## config.mk

```make
export PLATFORM = sky130hd
export DESIGN_NAME = slf_ctrl
export DESIGN_NICKNAME = d
export VERILOG_FILES = /design/src/rtl/slf_sync2.v /design/src/rtl/slf_ctrl.v
export VERILOG_INCLUDE_DIRS = /design/src /design/src/rtl
export SDC_FILE = /design/constraint.sdc
export NUM_CORES = 1
export LEC_CHECK = 0
export BUFFER_PORTS_ARGS = -buffer_cell sky130_fd_sc_hd__clkbuf_2
export CELL_PAD_IN_SITES_DETAIL_PLACEMENT = 0
export CELL_PAD_IN_SITES_GLOBAL_PLACEMENT = 1
export CORE_UTILIZATION = 28
export DETAILED_ROUTE_END_ITERATION = 8
export GPL_ROUTABILITY_DRIVEN = 0
export PLACE_DENSITY_LB_ADDON = 0.1
export SKIP_LAST_GASP = 1
export SLEW_MARGIN = 15
export SYNTH_ARGS = -nofsm -noshare
export SYNTH_HDL_FRONTEND = slang
export SYNTH_SLANG_ARGS = --single-unit
```

## constraint.sdc

```tcl
create_clock -name clk -period 2.95 [get_ports clk]
set_clock_uncertainty 0.15 [all_clocks]
set_input_delay 0.59 -clock clk [delete_from_list [all_inputs] [get_ports clk]]
set_output_delay 0.59 -clock clk [all_outputs]
set_load 0.1 [all_outputs]
```

## src/rtl/slf_map.vh

```
// constants for the switch and bus fault control block
`ifndef SLF_MAP_VH
`define SLF_MAP_VH
`define SLF_SLOPE_10K4        2'h0
`define SLF_SLOPE_20K         2'h1
`define SLF_SLOPE_FAST        2'h2
`define SLF_SLOPE_RESET       2'h1
`define SLF_MODE_NORMAL       2'h0
`define SLF_MODE_STOP         2'h1
`define SLF_MODE_SLEEP        2'h2
`define SLF_STUCK_TIME_MS     1000
`define SLF_CLK_MHZ           250
// one second at 250 MHz, sized to the counter width
`define SLF_STUCK_CYCLES      28'hEE6B280
`define SLF_STUCK_CW          28
`endif

```

## src/rtl/slf_sync2.v

```verilog
// two-flop synchroniser, one per bit
`timescale 1ns/1ns
`default_nettype none
module slf_sync2 #(
  parameter W = 1
) (
  input  wire         clk,
  input  wire         rst,
  input  wire [W-1:0] d,
  output reg  [W-1:0] q
);
  reg [W-1:0] meta_reg;

  genvar i;
  generate
    for (i = 0; i < W; i = i + 1) begin : g_bit
      always @(posedge clk) begin
        if (rst) begin
          meta_reg[i] <= 1'b0;
          q[i]        <= 1'b0;
        end else begin
          meta_reg[i] <= d[i];
          q[i]        <= meta_reg[i];
        end
      end
    end
  endgenerate
endmodule // slf_sync2
`default_nettype wire

```

## src/rtl/slf_ctrl.v

```verilog
// switch gating, fault shutdown and bus transmitter protection
`timescale 1ns/1ns
`default_nettype none
`include "slf_map.vh"

// Functional notes
// high-side driver follows its enable bit.
// enable plus pwm select: high side follows pwm input.
// high-side open-load and current-limit flags follow sensed conditions.
// high-side overtemp: shutdown, latch source, set both status flags.
// high-side interrupt only when high-side mask set.
// host writes high-side control after overtemp clears; write re-enables.
// overvoltage with shutdown enabled stops high side; later write restores.
// high side may run in sleep/stop; low sides off there.
// low side with enable and pwm select follows pwm input.
// per-channel low-side open-load and current-limit flags.
// low-side overtemp stops both, latches source, masked interrupt.
// host writes low-side control after overtemp clears; write re-enables.
// overvoltage with shutdown enabled stops low sides; later write restores.
// two-bit slope select, reset value is the 20 kbit/s setting.
// pull-up off in low power when pull-up enable cleared.
// bus overcurrent keeps transmitter, sets flag, masked interrupt. Here it also sets receive-only, which blocks transmit.
// bus overtemp stops transmitter, sets flag, masked interrupt.
// re-enable after overtemp clears and transmit high, or status read. Here only transmit high re-enables; a read does not.
// receive pin short sets flag, stops transmitter, masked interrupt.
// short recovery on receive transition with transmit high; read clears.
// transmit dominant about one second: stop, flag, masked interrupt.
// stuck recovery when transmit high; read with transmit high clears.
// any bus error sets receive-only; it blocks transmit in normal mode.
// fault-held drivers stay off until their re-enable condition.
// pwm input synchronised before gating any driver.
module slf_ctrl #(
  parameter [`SLF_STUCK_CW-1:0] STUCK_CYCLES = `SLF_STUCK_CYCLES
) (
  input  wire       clk,
  input  wire       rst,
  // host-written control bits, same clock
  input  wire       high_side_enable,
  input  wire       high_side_pwm_select,
  input  wire       high_side_control_wr,
  input  wire       low_side_one_enable,
  input  wire       low_side_two_enable,
  input  wire       low_side_one_pwm_select,
  input  wire       low_side_two_pwm_select,
  input  wire       low_side_control_wr,
  input  wire       high_side_irq_mask,
  input  wire       low_side_irq_mask,
  input  wire       bus_irq_mask,
  input  wire       overvoltage_shutdown_enable,
  input  wire       bus_pullup_enable,
  input  wire [1:0] bus_slope_wdata,
  input  wire       receive_only_wdata,
  input  wire       bus_control_wr,
  input  wire       bus_status_rd,
  input  wire [1:0] op_mode,
  // pins and analog sense, asynchronous
  input  wire       direct_pwm_input,
  input  wire       transmit_pin,
  input  wire       receive_pin,
  input  wire       hs_open_load_sense,
  input  wire       hs_current_limit_sense,
  input  wire       hs_overtemp_sense,
  input  wire [1:0] ls_open_load_sense,
  input  wire [1:0] ls_current_limit_sense,
  input  wire       ls_overtemp_sense,
  input  wire       overvoltage_sense,
  input  wire       bus_overcurrent_sense,
  input  wire       bus_overtemp_sense,
  input  wire       receive_short_sense,
  // outputs
  output reg        high_side_drive,
  output reg  [1:0] low_side_drive,
  output reg        transmit_drive,
  output reg  [1:0] bus_slope_select,
  output reg        bus_pullup_connect,
  output reg        bus_wake_alt_threshold,
  output reg        receive_only_bit,
  output reg        high_side_open_load_flag,
  output reg        high_side_current_limit_flag,
  output reg        low_side_one_open_load_flag,
  output reg        low_side_two_open_load_flag,
  output reg        low_side_one_current_limit_flag,
  output reg        low_side_two_current_limit_flag,
  output reg        bus_overcurrent_flag,
  output reg        bus_overtemp_flag,
  output reg        receive_pin_short_flag,
  output reg        transmit_stuck_flag,
  output reg        high_side_irq_source,
  output reg        low_side_irq_source,
  output reg        irq_request
);
  wire [14:0] raw_in;
  wire [14:0] syn;
  assign raw_in = {direct_pwm_input, transmit_pin, receive_pin,
                   hs_open_load_sense, hs_current_limit_sense,
                   hs_overtemp_sense, ls_open_load_sense,
                   ls_current_limit_sense, ls_overtemp_sense,
                   overvoltage_sense, bus_overcurrent_sense,
                   bus_overtemp_sense, receive_short_sense};

  slf_sync2 #(.W(15)) u_sync (
    .clk (clk),
    .rst (rst),
    .d   (raw_in),
    .q   (syn)
  );

  wire       pwm_s    = syn[14];
  wire       txd_s    = syn[13];
  wire       rxd_s    = syn[12];
  wire       hs_ol_s  = syn[11];
  wire       hs_cl_s  = syn[10];
  wire       hs_ot_s  = syn[9];
  wire [1:0] ls_ol_s  = syn[8:7];
  wire [1:0] ls_cl_s  = syn[6:5];
  wire       ls_ot_s  = syn[4];
  wire       ov_s     = syn[3];
  wire       boc_s    = syn[2];
  wire       bot_s    = syn[1];
  wire       rsh_s    = syn[0];

  reg                     hs_off_reg;
  reg                     ls_off_reg;
  reg                     tx_ot_off_reg;
  reg                     tx_sh_off_reg;
  reg                     tx_st_off_reg;
  reg                     rxd_prev_reg;
  reg                     rxd_seen_reg;
  reg [`SLF_STUCK_CW-1:0] stuck_cnt_reg;

  wire low_power = (op_mode == `SLF_MODE_STOP) ||
                   (op_mode == `SLF_MODE_SLEEP);
  wire hs_trip = hs_ot_s || (overvoltage_shutdown_enable && ov_s);
  wire ls_trip = ls_ot_s || (overvoltage_shutdown_enable && ov_s);
  wire stuck_hit = !txd_s && (stuck_cnt_reg == STUCK_CYCLES - 1'b1);
  wire rxd_edge = rxd_s ^ rxd_prev_reg;
  wire bus_err = boc_s || bot_s || rsh_s || stuck_hit;

  // fault hold for the drivers: a write only releases once cause is gone
  always @(posedge clk) begin
    if (rst) begin
      hs_off_reg <= 1'b0;
      ls_off_reg <= 1'b0;
    end else begin
      if (hs_trip)
        hs_off_reg <= 1'b1; // see
      else if (high_side_control_wr)
        hs_off_reg <= 1'b0; // see
      if (ls_trip)
        ls_off_reg <= 1'b1; // see
      else if (low_side_control_wr)
        ls_off_reg <= 1'b0; // see
    end
  end

  // driver gating
  always @(posedge clk) begin
    if (rst) begin
      high_side_drive <= 1'b0;
      low_side_drive  <= 2'h0;
    end else begin
      high_side_drive <= high_side_enable && !hs_off_reg && !hs_trip &&
                         (!high_side_pwm_select || pwm_s);
      // see see see
      low_side_drive[0] <= low_side_one_enable && !ls_off_reg &&
                           !ls_trip && !low_power &&
                           (!low_side_one_pwm_select || pwm_s);
      low_side_drive[1] <= low_side_two_enable && !ls_off_reg &&
                           !ls_trip && !low_power &&
                           (!low_side_two_pwm_select || pwm_s);
      // see see
    end
  end

  // switch status, high-side overtemp shown as both high-side flags together
  always @(posedge clk) begin
    if (rst) begin
      high_side_open_load_flag        <= 1'b0;
      high_side_current_limit_flag    <= 1'b0;
      low_side_one_open_load_flag     <= 1'b0;
      low_side_two_open_load_flag     <= 1'b0;
      low_side_one_current_limit_flag <= 1'b0;
      low_side_two_current_limit_flag <= 1'b0;
    end else begin
      high_side_open_load_flag     <= hs_ol_s || hs_off_reg;
      high_side_current_limit_flag <= hs_cl_s || hs_off_reg;
      low_side_one_open_load_flag     <= ls_ol_s[0];
      low_side_two_open_load_flag     <= ls_ol_s[1];
      low_side_one_current_limit_flag <= ls_cl_s[0];
      low_side_two_current_limit_flag <= ls_cl_s[1];
    end
  end

  // interrupt sources latch on overtemp; cleared by the matching write
  always @(posedge clk) begin
    if (rst) begin
      high_side_irq_source <= 1'b0;
      low_side_irq_source  <= 1'b0;
    end else begin
      if (hs_ot_s)
        high_side_irq_source <= 1'b1;
      else if (high_side_control_wr)
        high_side_irq_source <= 1'b0;
      if (ls_ot_s)
        low_side_irq_source <= 1'b1;
      else if (low_side_control_wr)
        low_side_irq_source <= 1'b0;
    end
  end

  // dominant timer; counter saturates so the trip is a single event
  always @(posedge clk) begin
    if (rst)
      stuck_cnt_reg <= {`SLF_STUCK_CW{1'b0}};
    else if (txd_s)
      stuck_cnt_reg <= {`SLF_STUCK_CW{1'b0}};
    else if (stuck_cnt_reg != STUCK_CYCLES)
      stuck_cnt_reg <= stuck_cnt_reg + 1'b1;
  end

  // bus transmitter fault holds and status; set wins over read clear
  always @(posedge clk) begin
    if (rst) begin
      tx_ot_off_reg          <= 1'b0;
      tx_sh_off_reg          <= 1'b0;
      tx_st_off_reg          <= 1'b0;
      rxd_prev_reg           <= 1'b0;
      rxd_seen_reg           <= 1'b0;
      bus_overcurrent_flag   <= 1'b0;
      bus_overtemp_flag      <= 1'b0;
      receive_pin_short_flag <= 1'b0;
      transmit_stuck_flag    <= 1'b0;
    end else begin
      rxd_prev_reg <= rxd_s;
      if (boc_s)
        bus_overcurrent_flag <= 1'b1;
      else if (bus_status_rd)
        bus_overcurrent_flag <= 1'b0;
      if (bot_s) begin
        tx_ot_off_reg     <= 1'b1;
        bus_overtemp_flag <= 1'b1;
      end else if (txd_s) begin
        tx_ot_off_reg <= 1'b0;
        if (bus_status_rd)
          bus_overtemp_flag <= 1'b0;
      end
      if (rsh_s) begin
        tx_sh_off_reg          <= 1'b1;
        receive_pin_short_flag <= 1'b1;
        rxd_seen_reg           <= 1'b0;
      end else begin
        if (rxd_edge)
          rxd_seen_reg <= 1'b1;
        if ((rxd_seen_reg || rxd_edge) && txd_s)
          tx_sh_off_reg <= 1'b0;
        if (bus_status_rd)
          receive_pin_short_flag <= 1'b0;
      end
      if (stuck_hit) begin
        tx_st_off_reg       <= 1'b1;
        transmit_stuck_flag <= 1'b1;
      end else if (txd_s) begin
        tx_st_off_reg <= 1'b0;
        if (bus_status_rd)
          transmit_stuck_flag <= 1'b0;
      end
    end
  end

  // bus control register; receive-only set by hardware wins over write
  always @(posedge clk) begin
    if (rst) begin
      bus_slope_select <= `SLF_SLOPE_RESET;
      receive_only_bit <= 1'b0;
    end else begin
      if (bus_control_wr)
        bus_slope_select <= bus_slope_wdata;
      if (bus_err)
        receive_only_bit <= 1'b1;
      else if (bus_control_wr)
        receive_only_bit <= receive_only_wdata;
    end
  end

  // transmitter and pull-up; overcurrent blocks transmit only through the receive-only bit
  always @(posedge clk) begin
    if (rst) begin
      transmit_drive         <= 1'b0;
      bus_pullup_connect     <= 1'b1;
      bus_wake_alt_threshold <= 1'b0;
      irq_request            <= 1'b0;
    end else begin
      transmit_drive <= !txd_s && !low_power && !receive_only_bit &&
                        !tx_ot_off_reg && !tx_sh_off_reg &&
                        !tx_st_off_reg && !bot_s && !rsh_s && !stuck_hit;
      // see see
      bus_pullup_connect     <= !low_power || bus_pullup_enable;
      bus_wake_alt_threshold <= !bus_pullup_enable;
      irq_request <= (high_side_irq_mask && high_side_irq_source) ||
                     (low_side_irq_mask && low_side_irq_source) ||
                     (bus_irq_mask && (bus_overcurrent_flag ||
                      bus_overtemp_flag || receive_pin_short_flag ||
                      transmit_stuck_flag));
      // see see see see see
    end
  end
endmodule // slf_ctrl
`default_nettype wire

```

==> results.md <==
- The run finished with clean final reports.
- The endpoint with the worst hold slack is bus_wake_alt_threshold$_SDFF_PP0_.
- The fraction of registers with async set/reset is 0%.
- The estimated wirelength of the detail-placed design is 4670 um.
- The critical path capture point type is a flop.
- The dominant cell by count in the synthesized netlist is dfxtp_1.
- The area of the core region is around 11000 sq um.
- The die width is 109 um.
- Counting I/O delays and the setup requirement, the final critical path takes 2140 ps.
- For this run, the slowest stage of the critical path takes roughly 630 ps.
- Once the floorplan was initialized, standard cells occupied 29.2% of the core.
- The transition time at the pin with the least slew margin is around 590 ps.
- The area share of the largest cell type after synthesis is between 50% and 60%.
- The detailed-route wire length per cell is 12.6 um.
- The number of H-tree levels is 3.
- The worst-case headroom to the max-slew limit is between 60% and 70%.
- The path depth of the worst reg2reg path is 4.
- The post-synthesis instance area is 3210 sq um.
- The flip-flop count of the largest register, all copies and words added is 28.
- In this run the static leakage power is approximately 1.5 nW.
- The critical-path cell with the highest stage delay is or4_1.
- The share of total power dissipated in combinational logic is 8.3%.
- The net total in the final layout is roughly 430.
- Entering global routing, the biggest net connects 60 pins.
- The maximum clock frequency is approximately 0.47 GHz.
- The critical path arrival is 2250 ps.
- The I/O pin count is 59.
- The global-route wire length before repair is 11000 um.
- The overall power of the completed layout is ~2.6 mW.
- The setup TNS is 0 ps.
- TritonCTS built the clock tree.
- The worst hold path begins at bus_pullup_enable.
- The clock network power share is 43.6%.
- The post-CTS setup buffer count is 0.
- Registers are responsible for around half of the overall power.
- The worst setup path is launched from a flop.
- The number of warning messages in the yosys log is 0.
- In the synthesized netlist, the number of instances is between 300 and 400.
- The clock sink total is 87.
- The count of flip-flops with a built-in enable after synthesis is 0.
- Using the TritonRoute via totals, the vias-per-cell ratio works out to between 4 and 5.
- Broken down by cell family, the worst path's largest delay share belongs to simple AND/OR/NAND/NOR gates.
- The synthesized netlist contains 44 unique library cells.
- The clock passes through at most 2 buffers.
- The mean area per synthesized cell is 9.44 sq um.
- The sequential share of the synthesized area is 54.3%.
- The clock transition at the registers of the reported paths is approximately 70 ps.
- The final hold violation count was 0.
- The part of the cycle the worst path needs is between 70% and 80%.
- Of all cell types, the one taking the most synthesized area is dfxtp_1.
- The switching share of power is a little over a quarter.
- The number of global-route vias before repair was 2263.
- Synthesis inferred 87 register bits.
- The number of cells on the worst hold path is 2.
- The clock latency on the worst-skew pair is 330 ps.
- The reg2reg setup slack is 810 ps.
- The worst register-to-register path begins at stuck_cnt_reg[0]$_SDFFE_PP0P_.
- For this design, the CTS-stage hold fixing added 0 buffers.
- The synthesized netlist net count is roughly 380.
- After synthesis, the cell types taking the most area are dfxtp_1 54%, nor2b_1 7.0%, a21oi_1 4.8%, nor2_1 3.4%, nand2_1 2.6%.
- The worst min-delay path category is input pin to flop.
- The total of cells resized after clock tree synthesis is 0.
- The initial antenna violation count is 0.
- The proportion of layout cells with a drive suffix above 1 is about a fifth.
- The count of vias placed by the detailed router is 2489.
- The signal on the critical path passes through and3_1, nand4_1, or4_1, a21oi_1.
- By startpoint and endpoint, the worst setup path is classified as flop to flop.
- The repair_antennas step left the layout with diodes totalling 0.
- During placement, the flow inserted port buffers numbering 58.
- The DRC violation count after routing is 0.
- The worst voltage drop across the vdd grid is roughly 0.36 mV.
- Setup repair after global routing left no endpoint under its margin.
- The dominant synthesized flop cell is dfxtp_1.
- Max-cap violations in this run came to 0.
- The final wirelength is 6790 um.
- Clock tree synthesis inserted a total of 9 buffers.
- The total overflow left after global routing is 0.
- Data on the critical path is required at its endpoint by 3050 ps.
- Once detail routing completed, the nets flagged for antenna violations numbered 0.
- In the global route stage, overall resource usage came out at about 12%.
- The combined buffer and inverter count along the critical path is 0.
- Sorting the synthesized cells by how often they occur yields 87 x dfxtp_1, 36 x nor2b_1, 31 x a21oi_1.
- CTS placed an instance of clkbuf_16 at the clock tree root.
- The cell-internal power is 1.87 mW.
- The power density over cell area is around 660 nW/um^2.
- For this design the total switching power over the nets is 693 uW.
- The number of slew-limit violations in the final report came to 0.
- Relative to the synthesized area, the layout overhead comes to 21.7%.
- The vertical extent of the die is roughly 110 um.
- The overall die area is roughly 12000 sq um.
- In this run the worst path has a maximum fanout of 14.
- The number of violations reported at the end of detailed-routing iteration 0 is slightly above 90.
- Setup violations remaining at the end of the flow were counted as 0.
- In this run the critical register-to-register path is captured at stuck_cnt_reg[19]$_SDFFE_PP0P_.
- The first TritonRoute pass finished after 5 iterations.
- In this run the core area contains 38 standard-cell rows.
## cells in the final DEF, fill, tap and decap left out, types with 10 or more instances in the layout
master	count
dfxtp_1	87
nor2_1	29
nand2_1	22
a21oi_1	31
or3_1	11
inv_1	10
nor2b_1	36
o21ai_0	12
clkbuf_2	58
## how the worst max path moves through the flow
| stage | start | end | slack, ps | cells past startpoint |
|---|---|---|---|---|
| floorplan | stuck_cnt_reg[0]$_SDFFE_PP0P_ | stuck_cnt_reg[2]$_SDFFE_PP0P_ | 1140 | 6 |
| global placement | stuck_cnt_reg[0]$_SDFFE_PP0P_ | stuck_cnt_reg[19]$_SDFFE_PP0P_ | 830 | 4 |
| detailed placement | stuck_cnt_reg[0]$_SDFFE_PP0P_ | stuck_cnt_reg[19]$_SDFFE_PP0P_ | 780 | 4 |
| CTS | stuck_cnt_reg[0]$_SDFFE_PP0P_ | stuck_cnt_reg[19]$_SDFFE_PP0P_ | 770 | 4 |
| global route | stuck_cnt_reg[0]$_SDFFE_PP0P_ | stuck_cnt_reg[27]$_SDFFE_PP0P_ | 540 | 4 |
| finish | stuck_cnt_reg[0]$_SDFFE_PP0P_ | stuck_cnt_reg[19]$_SDFFE_PP0P_ | 810 | 4 |
## through the flow
step	instances	hold slack [ps]	setup WS [ps]	util [%]	instance area, sq um
2_1_floorplan	340	261	1140	-	3210
3_3_place_gp	523	266	829	32.9	3610
3_5_place_dp	523	270	782	32.9	3610
4_1_cts	539	265	769	35.6	3910
5_1_grt	539	274	545	35.6	3910
6_report	539	277	805	35.6	3910
## metal layers
layer | routed length [um] | up-vias | GRT usage (%)
met5 | 0 | - | 0
met4 | 40 | 0 | 4.92
met3 | 256 | 4 | 2.69
met2 | 2950 | 49 | 17.6
met1 | 3550 | 1146 | 17.1
li1 | - | 1290 | -
## power groups by stage
stage	registers [mW]	clock network (mW)	logic, mW
2_1_floorplan	1.35	0	0.0673
3_3_place_gp	1.26	0	0.216
3_5_place_dp	1.26	0	0.217
4_1_cts	1.23	1.16	0.217
5_1_grt	1.24	1.21	0.232
6_report	1.23	1.12	0.214
## area by class of cell
type | instances | area [sq um]
multi-input cells | 227 | 1360
well taps | 140 | 175
inverters | 10 | 37.5
clock buffers | 9 | 225
fillers | 1134 | 7080
flip-flops and latches | 87 | 1740
clock inverters | 7 | 70.1
repair buffers | 59 | 298
## cell families after synthesis
group	count (synthesis)	share of synthesized area, %
compound gates	59	10.6
flops	87	54.3
mux	4	1.25
fa+ha+maj	2	0.780
buf+inv	26	3.39
simple gates	153	27.2
xor+xnor	9	2.46
No activity file was read; power rests on OpenSTA's default activity.
